## config.mk

```make
export PLATFORM = sky130hd
export DESIGN_NAME = asb_top
export DESIGN_NICKNAME = d
export VERILOG_FILES = /design/src/hw/asb_pkg.sv /design/src/hw/asb_result_bank.sv /design/src/hw/asb_seq_decode.sv /design/src/hw/asb_top.sv
export SDC_FILE = /design/constraint.sdc
export NUM_CORES = 1
export LEC_CHECK = 0
export ABC_AREA = 1
export BUFFER_PORTS_ARGS = -buffer_cell sky130_fd_sc_hd__buf_2
export CAP_MARGIN = 20
export CORE_MARGIN = 8
export CORE_UTILIZATION = 30
export CTS_CLUSTER_SIZE = 30
export DETAILED_ROUTE_END_ITERATION = 7
export HOLD_SLACK_MARGIN = 0.12
export PLACE_DENSITY = 0.45
export RECOVER_POWER = 100
export SETUP_SLACK_MARGIN = 0.05
export SLEW_MARGIN = 20
export SYNTH_ARGS = -nofsm -noshare
export SYNTH_HDL_FRONTEND = slang
export SYNTH_SLANG_ARGS = --single-unit
```

## constraint.sdc

```tcl
create_clock -name clk -period 5.71 [get_ports clk]
set_input_delay 0.2855 -clock clk [delete_from_list [all_inputs] [get_ports clk]]
set_output_delay 0.2855 -clock clk [all_outputs]
set_load 0.02 [all_outputs]
```

## src/hw/asb_pkg.sv

```systemverilog
// shared constants and types of the scan buffer sequencer
package asb_pkg;
    localparam int unsigned DATA_W          = 10;
    localparam int unsigned NUM_RES         = 8;
    localparam int unsigned ADDR_W          = 8;

    localparam logic [7:0]  CSR_OFFSET      = 8'h00;
    localparam logic [7:0]  RES_BASE        = 8'h20;
    localparam logic [2:0]  RES_PAGE        = 3'h1;

    localparam int unsigned CSR_START_BIT   = 0;
    localparam int unsigned CSR_FLAG_BIT    = 1;
    localparam int unsigned CSR_IE_BIT      = 2;
    localparam int unsigned CSR_SCAN_BIT    = 3;
    localparam int unsigned CSR_GROUP_BIT   = 4;
    localparam int unsigned CSR_TRIG_BIT    = 5;
    localparam int unsigned CSR_BUF_LSB     = 6;
    localparam int unsigned CSR_CH_LSB      = 8;
    localparam int unsigned CSR_BUSY_BIT    = 11;
    localparam int unsigned CSR_HOLD_BIT    = 12;
    localparam int unsigned CSR_COUNT_LSB   = 13;

    localparam logic [1:0]  BUF_NONE        = 2'h0;
    localparam logic [1:0]  BUF_TWO_ONE     = 2'h1;
    localparam logic [1:0]  BUF_TWO_TWO     = 2'h2;
    localparam logic [1:0]  BUF_FOUR        = 2'h3;

    localparam logic [1:0]  BUF_RESET       = 2'h0;
    localparam logic [2:0]  CH_RESET        = 3'h0;
    localparam logic [2:0]  COUNT_RESET     = 3'h0;
    localparam logic [DATA_W-1:0] RES_RESET = 10'h000;

    typedef enum logic [2:0] {
        ST_IDLE,
        ST_ARM,
        ST_REQ,
        ST_WAIT,
        ST_HOLD
    } asb_state_type;
endpackage

```

## src/hw/asb_result_bank.sv

```systemverilog
// eight result registers with the selectable shift chains
`timescale 1ns/10ps
module asb_result_bank
    import asb_pkg::*;
(
    input  wire logic              clk,
    input  wire logic              rst_n,
    input  wire logic              wr_en,
    input  wire logic [2:0]        wr_index,
    input  wire logic [DATA_W-1:0] wr_data,
    input  wire logic              shift_en,
    input  wire logic [1:0]        buffer_mode,
    input  wire logic [2:0]        rd_index,
    output logic      [DATA_W-1:0] rd_data
);
    typedef struct packed {
        logic [NUM_RES-1:0][DATA_W-1:0] res;
    } asb_bank_type;

    asb_bank_type r;
    asb_bank_type n;

    always_comb begin
        n = r;
        if (wr_en) begin
            if (shift_en) begin
                unique case (buffer_mode)
                    BUF_TWO_ONE: n.res[1] = r.res[0];
                    BUF_TWO_TWO: n.res[wr_index + 3'h2] = r.res[wr_index];
                    BUF_FOUR: begin
                        n.res[3] = r.res[2];
                        n.res[2] = r.res[1];
                        n.res[1] = r.res[0];
                    end
                    BUF_NONE: n.res = r.res;
                endcase
            end
            n.res[wr_index] = wr_data;
        end
    end

    always_ff @(posedge clk or negedge rst_n) begin
        if (!rst_n) begin
            r.res <= '{default: RES_RESET};
        end else begin
            r <= n;
        end
    end

    assign rd_data = r.res[rd_index];
endmodule // asb_result_bank

```

## src/hw/asb_seq_decode.sv

```systemverilog
// channel order, buffer shift and flag point of one conversion pass
`timescale 1ns/10ps
module asb_seq_decode
    import asb_pkg::*;
(
    input  wire logic       group_mode_select,
    input  wire logic [1:0] buffer_mode,
    input  wire logic [2:0] channel_select,
    input  wire logic [2:0] step,
    output logic      [2:0] chan,
    output logic            shift_en,
    output logic            last_step,
    output logic      [2:0] passes_needed,
    output logic      [2:0] flag_reg,
    output logic            invalid
);
    logic       buffered;
    logic       combined;
    logic       two_one_high;
    logic [2:0] nbase;
    logic [2:0] first_extra;
    logic [2:0] last_chan;

    always_comb begin
        buffered      = buffer_mode != BUF_NONE;
        two_one_high  = buffer_mode == BUF_TWO_ONE && channel_select[1];
        combined      = buffered && group_mode_select && (channel_select[2] || two_one_high);
        nbase         = (buffer_mode == BUF_TWO_TWO) ? 3'h2 : 3'h1;
        first_extra   = (buffer_mode == BUF_TWO_ONE) ? 3'h2 : 3'h4;
        invalid       = buffered && !combined && (channel_select[2] || two_one_high);
        passes_needed = 3'h1;
        shift_en      = 1'b0;
        last_chan     = CH_RESET;
        if (!buffered) begin
            chan      = group_mode_select ? step : channel_select;
            last_step = group_mode_select ? (step == channel_select) : 1'b1;
            flag_reg  = channel_select;
        end else begin
            shift_en  = step < nbase;
            chan      = shift_en ? step : 3'(first_extra + step - nbase);
            last_chan = combined ? channel_select : 3'(nbase - 3'h1);
            last_step = chan == last_chan;
            if (combined) begin
                flag_reg = channel_select;
            end else if (buffer_mode == BUF_TWO_TWO) begin
                passes_needed = {2'h0, channel_select[1]} + 3'h1;
                flag_reg      = channel_select[1] ? 3'h3 : 3'h1;
            end else begin
                passes_needed = {1'b0, channel_select[1:0]} + 3'h1;
                flag_reg      = {1'b0, channel_select[1:0]};
            end
        end
    end
endmodule // asb_seq_decode

```

## src/hw/asb_top.sv

```systemverilog
// converter sequencer with control/status register and buffered results on apb
// Functional notes
// - group scan repeats until start bit cleared
// - group scan without buffering flags after first full pass
// - scan with enable: interrupt, hold until cleared
// - flag clears by status read then zero write
// - new result in first, old shifts on
// - three chains: A-B, A-C/B-D, A-B-C-D
// - buffer field 00 none, 01, 10, 11
// - buffer alone needs no group; channel picks count
// - flag at pattern end; single stops, scan continues
// - flag rise with enable gives interrupt
// - select single buffer: standby each pass
// - mode 01 counts one or two passes, mode 11 one to four
// - combined: result goes to its input register
// - mode 01 combined adds inputs two upward
// - modes 10/11 combined add inputs four upward
// - transfer controller read of flag point clears
// - writing 00 while idle zeroes pass count
// - new buffer pattern taken at next start
`timescale 1ns/10ps
module asb_top
    import asb_pkg::*;
(
    input  wire logic              clk,
    input  wire logic              resetn,
    input  wire logic [ADDR_W-1:0] paddr,
    input  wire logic              psel,
    input  wire logic              penable,
    input  wire logic              pwrite,
    input  wire logic [31:0]       pwdata,
    output logic                   pready,
    output logic      [31:0]       prdata,
    output logic                   pslverr,
    input  wire logic              timer_trigger,
    input  wire logic              xfer_ctrl_active,
    output logic                   conv_start,
    output logic      [2:0]        conv_channel,
    input  wire logic              conv_done,
    input  wire logic [DATA_W-1:0] conv_result,
    output logic                   conversion_end_interrupt
);
    typedef struct packed {
        asb_state_type state;
        logic          conversion_start_bit;
        logic          conversion_end_flag;
        logic          end_interrupt_enable;
        logic          scan_mode;
        logic          group_mode_select;
        logic          timer_start_select;
        logic [1:0]    buffer_mode;
        logic [2:0]    channel_select;
        logic          cfg_group;
        logic          cfg_scan;
        logic          cfg_trig;
        logic [1:0]    cfg_buffer;
        logic [2:0]    cfg_channel;
        logic          clear_armed;
        logic [2:0]    step;
        logic [2:0]    pass_count;
        logic          conv_start;
        logic [2:0]    conv_channel;
        logic [31:0]   prdata;
        logic          pslverr;
    } asb_core_type;

    asb_core_type r;
    asb_core_type n;
    logic [1:0]   rst_sync_q;
    logic         rst_n;

    logic              setup_phase;
    logic              access_phase;
    logic              wr_csr;
    logic              rd_csr;
    logic              rd_res;
    logic              clear_flag;
    logic              set_flag;
    logic              pass_end;
    logic              flag_hit;
    logic [2:0]        next_count;
    logic [31:0]       csr_value;
    logic [DATA_W-1:0] bank_rd;
    logic              bank_wr;
    logic [2:0]        dec_chan;
    logic              dec_shift;
    logic              dec_last;
    logic [2:0]        dec_passes;
    logic [2:0]        dec_flag_reg;
    logic              dec_invalid;

    function automatic logic hits_csr(input logic [ADDR_W-1:0] addr);
        hits_csr = addr == CSR_OFFSET;
    endfunction

    function automatic logic hits_res(input logic [ADDR_W-1:0] addr);
        hits_res = addr[7:5] == RES_PAGE && addr[1:0] == 2'h0;
    endfunction

    // reset enters asynchronously, released through two stages
    always_ff @(posedge clk or negedge resetn) begin
        if (!resetn) begin
            rst_sync_q <= 2'h0;
        end else begin
            rst_sync_q <= {rst_sync_q[0], 1'b1};
        end
    end
    assign rst_n = rst_sync_q[1];

    // decode follows the configuration latched at start, not the live fields
    asb_seq_decode u_decode (
        .group_mode_select (r.cfg_group),
        .buffer_mode       (r.cfg_buffer),
        .channel_select    (r.cfg_channel),
        .step              (r.step),
        .chan              (dec_chan),
        .shift_en          (dec_shift),
        .last_step         (dec_last),
        .passes_needed     (dec_passes),
        .flag_reg          (dec_flag_reg),
        .invalid           (dec_invalid)
    );

    assign bank_wr = r.state == ST_WAIT && conv_done;

    asb_result_bank u_bank (
        .clk         (clk),
        .rst_n       (rst_n),
        .wr_en       (bank_wr),
        .wr_index    (r.conv_channel),
        .wr_data     (conv_result),
        .shift_en    (dec_shift),
        .buffer_mode (r.cfg_buffer),
        .rd_index    (paddr[4:2]),
        .rd_data     (bank_rd)
    );

    always_comb begin
        csr_value                               = 32'h0000_0000;
        csr_value[CSR_START_BIT]                = r.conversion_start_bit;
        csr_value[CSR_FLAG_BIT]                 = r.conversion_end_flag;
        csr_value[CSR_IE_BIT]                   = r.end_interrupt_enable;
        csr_value[CSR_SCAN_BIT]                 = r.scan_mode;
        csr_value[CSR_GROUP_BIT]                = r.group_mode_select;
        csr_value[CSR_TRIG_BIT]                 = r.timer_start_select;
        csr_value[CSR_BUF_LSB+:2]               = r.buffer_mode;
        csr_value[CSR_CH_LSB+:3]                = r.channel_select;
        csr_value[CSR_BUSY_BIT]                 = r.state != ST_IDLE;
        csr_value[CSR_HOLD_BIT]                 = r.state == ST_HOLD;
        csr_value[CSR_COUNT_LSB+:3]             = r.pass_count;
    end

    always_comb begin
        n            = r;
        n.conv_start = 1'b0;
        setup_phase  = psel && !penable;
        access_phase = psel && penable;
        wr_csr       = access_phase && pwrite && hits_csr(paddr);
        rd_csr       = access_phase && !pwrite && hits_csr(paddr);
        rd_res       = access_phase && !pwrite && hits_res(paddr);
        clear_flag   = 1'b0;
        set_flag     = 1'b0;
        pass_end     = 1'b0;
        flag_hit     = 1'b0;
        next_count   = r.pass_count;

        // read data is captured in the setup cycle so the access cycle needs no wait
        if (setup_phase) begin
            n.pslverr = !(hits_csr(paddr) || hits_res(paddr)) || (pwrite && hits_res(paddr));
            if (hits_csr(paddr)) begin
                n.prdata = csr_value;
            end else if (hits_res(paddr)) begin
                n.prdata = {22'h0, bank_rd};
            end else begin
                n.prdata = 32'h0000_0000;
            end
        end

        if (rd_csr && r.conversion_end_flag) begin
            n.clear_armed = 1'b1;
        end
        if (rd_res && xfer_ctrl_active && r.conversion_end_flag && paddr[4:2] == dec_flag_reg) begin
            clear_flag = 1'b1;
        end

        if (wr_csr) begin
            n.clear_armed = 1'b0;
            if (!pwdata[CSR_FLAG_BIT] && r.clear_armed) begin
                clear_flag = 1'b1;
            end
            n.end_interrupt_enable = pwdata[CSR_IE_BIT];
            n.scan_mode            = pwdata[CSR_SCAN_BIT];
            n.group_mode_select    = pwdata[CSR_GROUP_BIT];
            n.timer_start_select   = pwdata[CSR_TRIG_BIT];
            n.buffer_mode          = pwdata[CSR_BUF_LSB+:2];
            n.channel_select       = pwdata[CSR_CH_LSB+:3];
            if (pwdata[CSR_BUF_LSB+:2] == BUF_NONE && r.state == ST_IDLE) begin
                n.pass_count = COUNT_RESET;
            end
            if (!pwdata[CSR_START_BIT]) begin
                // a stop abandons any conversion in flight
                n.conversion_start_bit = 1'b0;
                n.state                = ST_IDLE;
            end else if (!r.conversion_start_bit && r.state == ST_IDLE) begin
                n.conversion_start_bit = 1'b1;
                n.cfg_group            = pwdata[CSR_GROUP_BIT];
                n.cfg_scan             = pwdata[CSR_SCAN_BIT];
                n.cfg_trig             = pwdata[CSR_TRIG_BIT];
                n.cfg_buffer           = pwdata[CSR_BUF_LSB+:2];
                n.cfg_channel          = pwdata[CSR_CH_LSB+:3];
                n.state                = ST_ARM;
            end
        end

        if (!wr_csr || pwdata[CSR_START_BIT]) begin
            unique case (r.state)
                ST_IDLE: begin
                    n.step = 3'h0;
                end
                ST_ARM: begin
                    // a code outside the tables never starts, the start bit drops
                    if (dec_invalid) begin
                        n.conversion_start_bit = 1'b0;
                        n.state                = ST_IDLE;
                    end else if (!r.cfg_trig || timer_trigger) begin
                        n.step  = 3'h0;
                        n.state = ST_REQ;
                    end
                end
                ST_REQ: begin
                    n.conv_start   = 1'b1;
                    n.conv_channel = dec_chan;
                    n.state        = ST_WAIT;
                end
                ST_WAIT: begin
                    if (conv_done) begin
                        if (dec_last) begin
                            pass_end = 1'b1;
                        end else begin
                            n.step  = r.step + 3'h1;
                            n.state = ST_REQ;
                        end
                    end
                end
                ST_HOLD: begin
                    // conversion resumes only once the flag is down again
                    if (!r.conversion_end_flag) begin
                        n.step  = 3'h0;
                        n.state = ST_REQ;
                    end
                end
            endcase
        end

        if (pass_end) begin
            if (r.cfg_buffer == BUF_NONE) begin
                flag_hit = 1'b1;
            end else begin
                next_count = r.pass_count + 3'h1;
                flag_hit   = next_count >= dec_passes;
            end
            n.pass_count = flag_hit ? COUNT_RESET : next_count;
            set_flag     = flag_hit;
            n.step       = 3'h0;
            if (r.cfg_scan) begin
                // scan keeps shifting through the chain unless the interrupt holds it
                n.state = (flag_hit && r.end_interrupt_enable) ? ST_HOLD : ST_REQ;
            end else if (flag_hit || !r.cfg_group) begin
                // select single with buffering parks after every pass, count kept until the flag pass zeroes it
                n.conversion_start_bit = 1'b0;
                n.state                = ST_IDLE;
            end else begin
                n.state = ST_REQ;
            end
        end

        // a flag event in the clearing cycle is kept
        if (clear_flag) begin
            n.conversion_end_flag = 1'b0;
        end
        if (set_flag) begin
            n.conversion_end_flag = 1'b1;
            n.clear_armed         = 1'b0;
        end
    end

    always_ff @(posedge clk or negedge rst_n) begin
        if (!rst_n) begin
            r.state                <= ST_IDLE;
            r.conversion_start_bit <= 1'b0;
            r.conversion_end_flag  <= 1'b0;
            r.end_interrupt_enable <= 1'b0;
            r.scan_mode            <= 1'b0;
            r.group_mode_select    <= 1'b0;
            r.timer_start_select   <= 1'b0;
            r.buffer_mode          <= BUF_RESET;
            r.channel_select       <= CH_RESET;
            r.cfg_group            <= 1'b0;
            r.cfg_scan             <= 1'b0;
            r.cfg_trig             <= 1'b0;
            r.cfg_buffer           <= BUF_RESET;
            r.cfg_channel          <= CH_RESET;
            r.clear_armed          <= 1'b0;
            r.step                 <= 3'h0;
            r.pass_count           <= COUNT_RESET;
            r.conv_start           <= 1'b0;
            r.conv_channel         <= CH_RESET;
            r.prdata               <= 32'h0000_0000;
            r.pslverr              <= 1'b0;
        end else begin
            r <= n;
        end
    end

    // zero wait states: every access phase completes in its first cycle
    assign pready                   = 1'b1;
    assign prdata                   = r.prdata;
    assign pslverr                  = r.pslverr && psel && penable;
    assign conv_start               = r.conv_start;
    assign conv_channel             = r.conv_channel;
    assign conversion_end_interrupt = r.conversion_end_flag && r.end_interrupt_enable;
endmodule // asb_top

```

Word level (Yosys, flattened, before mapping):

Cells that the tools add are included.

* add/sub/neg operators: 8
* order comparisons: 7
* eq/ne operators: 17
* mux-type cells: 81
* reduce and logical (&&, ||, !) cells: 61

Operators with widths (number)
* $bwmux 80: 2
* $mux 80: 2
* $mux 3: 27
* $bmux 10 s3: 2
* $demux 10 s3: 2
* $mux 10: 6
* $mux 40: 1
* $pmux 20 s2: 1
* $pmux 10 s3: 1
* $logic_and 1x1->1: 28
* $mux 4: 7
* $pmux 3 s4: 2
* $mux 1: 22
* $mux 16: 1
* $ne 3x3->1 const B: 5
* $lt 3x4->1 const B: 3
* $reduce_bool 2->1: 5
* $eq 3x3->1: 3
* $logic_not 1->1: 9
* $logic_not 8->1: 1
* $mux 2: 4
* $reduce_and 7->1: 1
* $add 3x1->3 const B: 2
* $eq 3x1->1 const B: 2
* other kinds (23): 35

* flip-flop bits (word level): 148
* input bits: 58
* output and inout port bits: 39

Logic depth before layout (Yosys ltp):

* depth after elaboration: 16
* gate-level depth with buffers: 24

Hierarchy:

From an unflattened synthesis, not the netlist that was laid out.

* cells, all modules: 1299
* area total of the unflattened synthesis: 9090.0 um^2

Modules (own cells, without submodules)
* asb_result_bank: times used 1, cells an instance 867, area each 5708.0 um^2
* asb_top: times used 1, cells an instance 339, area each 2874.0 um^2
* asb_seq_decode: times used 1, cells an instance 93, area each 508.0 um^2

Least setup slack after synthesis:

No wires, ideal clock.

* path kind: reg-to-reg
* from: register, netlist name r[47]
* to: register, netlist name r[41]
* setup time: 0.117 ns
* data arrival time: 2.817 ns
* path slack: 2.776 ns
* cell stages (with the launch flop): 23
* buffers on the path: 3
* path through: dfrtp_1 > buf_2 > inv_1 > nand2_4 > inv_1 > buf_2 > buf_2 > fa_1 > inv_1 > ha_1 > nand3b_1 > nand3_1 > nand3_1 > nand2_1 > nand2_1 > inv_1 > nand2_1 > nand2_2 > nand3b_4 > nand2_2 > nand2_2 > nand2_1 > nand2_1

* longest elaborated chain between the ends: 13

Ends and longest elaborated chain
* $eq 2x1->1: RTL line asb_seq_decode.sv:26, asb_seq_decode.sv:29
* $mux 3 or $logic_and 1x1->1 (tied branches): RTL line asb_seq_decode.sv:29, asb_seq_decode.sv:26
* $add 3x3->3 or $logic_or 1x1->1 (tied branches): RTL line asb_seq_decode.sv:40, asb_seq_decode.sv:27, asb_seq_decode.sv:30
* $sub 3x3->3 or $logic_and 1x1->1 (tied branches): RTL line asb_seq_decode.sv:40, asb_seq_decode.sv:27
* $mux 3, on equally long branches: RTL line asb_seq_decode.sv:40, asb_seq_decode.sv:41
* $eq 3x3->1: RTL line asb_seq_decode.sv:42 `last_step = chan == last_chan;`
* $mux 1: RTL line asb_seq_decode.sv:34 `if (!buffered) begin`
* $mux 1: RTL line asb_top.sv:237 `if (dec_last) begin`
* $mux 1: RTL line asb_top.sv:236 `if (conv_done) begin`
* $mux 1: RTL line asb_top.sv:216 `unique case (r.state)`
* $mux 1: RTL line asb_top.sv:215 `if (!wr_csr || pwdata[CSR_START_BIT]) begin`
* $ne 3x3->1 (no source line) (tied with other cells)
* $reduce_and 7->1 (no source line)

Parallel ways exist; a longest one is shown, timed or not.
A chain may end at the register's enable or synchronous reset.

Worst setup path after layout:

* from: register, netlist name r[47]
* to: register u_bank.r[56] in the netlist's numbering

* longest elaborated chain between the ends: 7

Ends and longest elaborated chain
* $eq 2x2->1: RTL line asb_result_bank.sv:27, asb_seq_decode.sv:28
* $mux 2: RTL line asb_seq_decode.sv:28 `nbase = (buffer_mode == BUF_TWO_TWO) ? 3'h2 : 3'h1;`
* $lt 3x3->1: RTL line asb_seq_decode.sv:39 `shift_en = step < nbase;`
* $mux 1: RTL line asb_seq_decode.sv:34
* $mux 80 *: RTL line asb_result_bank.sv:26 `if (shift_en) begin`
* $mux 80 *: RTL line asb_result_bank.sv:25 `if (wr_en) begin`
* $bwmux 80 *: RTL line asb_result_bank.sv:38 `n.res[wr_index] = wr_data;`
* to (signal assigned): RTL line asb_result_bank.sv:46 `r <= n;`
* to (decl): RTL line asb_result_bank.sv:20 `asb_bank_type r;`

Mark *: on every way between the ends. The rest lies on a longest branch, timed or not. The select of a mux whose other input is x is not followed.

==> out/qor.yml <==
status: "complete, but fails checks"
violations: "capacitance limit, slew limit"
place_congestion: 0.821
port_buffers: 58
die_area_um2: 35400
ys_seq_area_share_pct: 37.1
ys_ff_latch: 132
max_cap_viol_count: 2
min_period_ns: 4.87
cts_hold_buf: 2
via_per_inst: 5.28
clock_latency_ns: 0.44
placementRows: 63
syn2layout_area_growth_pct: 10.9
grt_max_degree: 57
cts_setup_buffers: 0
die_w_um: 188
io_pins: 97
max_freq_mhz: 205
worst_pin_slew_ns: 2.52
syn-instance-count: 1261
clock_sinks: 132
finalMaxSlewViolations: 68
cts-root-buf: "clkbuf_16"
dr_total_vias: 8852
ir_worst_vdd_v: 0.000201
fin_nets: 1343
antenna_found_initial: 0
synth_edf_count: 0
dominantRegCellSynth: "dfrtp_1"
seqCellArea_um2: 3300
coreArea_um2: 29400
grt_pass1_wl_mm: 51.9
fin_crit_sh_pct: 85.2
min_to: "csr_value[5]"
start_util_pct: 30.3
ant_nets: 0
numCtsBuffers: 17
fin_skew_ns: 0.0127
die_h_um: 188
hp-class: "primary input to flip-flop"
diodes: 0
fillers: 3243
reg2reg_depth: 12
endpoint_kind: "flip-flop"
slowest_stage: "nor2_1"
grt_usage_pct: 19.1
avgSynthCellArea_um2: 7.06
path_cells: "inv_1 > nand2_4 > ha_1 > nand2_1 > nand2_2 > nor2_1 > inv_1 > nor2_4 > nor2_1 > nor2_4 > o21ai_0 > o22ai_1"
drive_gt1_share_pct: 8.31
final_common_cell: "nand2_1"
crit_fanout: 37
drt_iter0_markers: 884
finalSetupTns_ns: 0
dp.final_hpwl_mm: 22.7
wirelength_mm: 33.8
grt_pass1_vias: 8564
power_density_nw_per_um2: 364
synthArstFlopShare_pct: 100
crit_arrival_ns: 5.22
yosysWarnings: 0
drcViolationCount: 0
path_clk_slew_ns: 0.07
cts_tree: "yes"
p_leak_nw: 4.45
ctsResizeCount: 0
finalSetupViolCount: 0
rsz0062_at_grt: "false"
crit_start: "r[47]"
hold_depth: 3
synthesis.area_um2: 8900
crit_path_start_kind: "flip-flop"
multi_input_area_um2: 4430
grt_overflow_total: 0
fin_util_pct: 33.6
clk_path_buf_depth: 2
slowest_delay_ns: 0.81
critPathRequiredTime_ns: 6.06
wl_per_cell_um: 20.1
timing.rr.start: "r[47]"
synth.distinct_cells: 53
rr_endpoint: "u_bank.r[56]"
dr.pass1.iters: 5
htree_levels: 4
relSlewSlack_pct: -67.8
rrSetupSlack_ns: 0.84
final_cell_mix: "214 x nand2_1, 174 x o21ai_0, 154 x inv_1"
hold_start: "pwdata[5]"
hold_violations: 0
critPathKind: "flip-flop to flip-flop"
==> critical path: cells and delay by family, from the launching register on <==
kind / cells / cell delay [ns]
simple gates: 7 / 2.57
buf+inv: 2 / 0.87
fa+ha+maj: 1 / 0.44
flops: 1 / 0.53
compound gates: 2 / 0.36
==> sequential cells by signal (all words and copies together) (netlist names) <==
| name | cells |
|---|---|
| conv_channel | 3 |
| conv_start | 1 |
| csr_value | 14 |
| prdata | 16 |
| r | 16 |
| rst_sync_q | 2 |
| u_bank.r | 80 |
==> power by group <==
group	internal (mW)	switching, mW
Combinational	0.342	0.659
Sequential	1.20	0.196
Clock	0.725	0.470
==> synthesized netlist by cell type, types with 5 or more instances <==
master	n	area, um2
nand2_1	208	781
o21ai_0	170	851
inv_1	151	567
dfrtp_1	132	3300
nor2_1	123	462
a21oi_1	109	546
nand3_1	65	325
clkbuf_1	39	146
buf_4	37	278
a31oi_1	31	194
buf_2	22	110
nor4_1	19	119
a22oi_1	18	135
o22ai_1	17	106
nor3_1	12	60.1
nand2_2	10	62.6
ha_1	9	113
inv_2	9	33.8
nor2_4	9	101
nand4_1	7	43.8
o21ai_1	6	30.0
o211ai_1	5	37.5
xor2_1	5	43.8
==> cells by family after synthesis <==
group                    synth area share [%]
buffers and inverters                    13.1
flip-flops                               37.1
adder cells (fa/ha/maj)                  1.49
XOR/XNOR                                0.590
AND/OR/NAND/NOR                          23.4
other                                  0.0844
AO/OA/AOI/OAI                            24.0
multiplexers                            0.225
==> per-stage QoR <==
| step | total power [mW] | instances | cell area, um2 | hold WS [ns] | setup WS (ns) |
|---|---|---|---|---|---|
| after floorplan | 2.15 | 1277 | 8960 | -0.0101 | 1.76 |
| after global routing | 3.83 | 1678 | 9870 | 0.125 | 0.595 |
| after detailed placement | 2.43 | 1643 | 9340 | 0.0745 | 1.43 |
| after CTS | 3.64 | 1677 | 9980 | 0.122 | 1.41 |
| after global placement | 2.42 | 1643 | 9340 | 0.0720 | 1.47 |
| final | 3.59 | 1678 | 9870 | 0.129 | 0.844 |
==> worst max-delay path by stage <==
stage / endpoint / slack, ns / depth (start not counted)
floorplan: conv_channel[0] / 1.76 / 0
global placement: u_bank.r[30] / 1.47 / 10
detailed placement: u_bank.r[37] / 1.43 / 10
global route: u_bank.r[53] / 0.59 / 12
CTS: u_bank.r[37] / 1.41 / 10
finish: u_bank.r[56] / 0.84 / 12
==> layer usage <==
metal	share of wire (%)	global-route usage (%)	wire length, um	vias up
li1	-	-	-	4218
met1	45	25.5	15200	4252
met2	46	30.4	15500	314
met3	5.5	2.98	1860	68
met4	3.7	7.85	1240	0
met5	0	0	0	-
==> area by class of cell <==
class,count,share of cell area [%]
repair buffers,81,4.21
clock buffers,21,4.77
flip-flops and latches,132,33.5
well taps,390,4.95
multi-input cells,881,44.9
inverters,162,6.18
clock inverters,11,1.52
(Power assumes the default switching activity.)
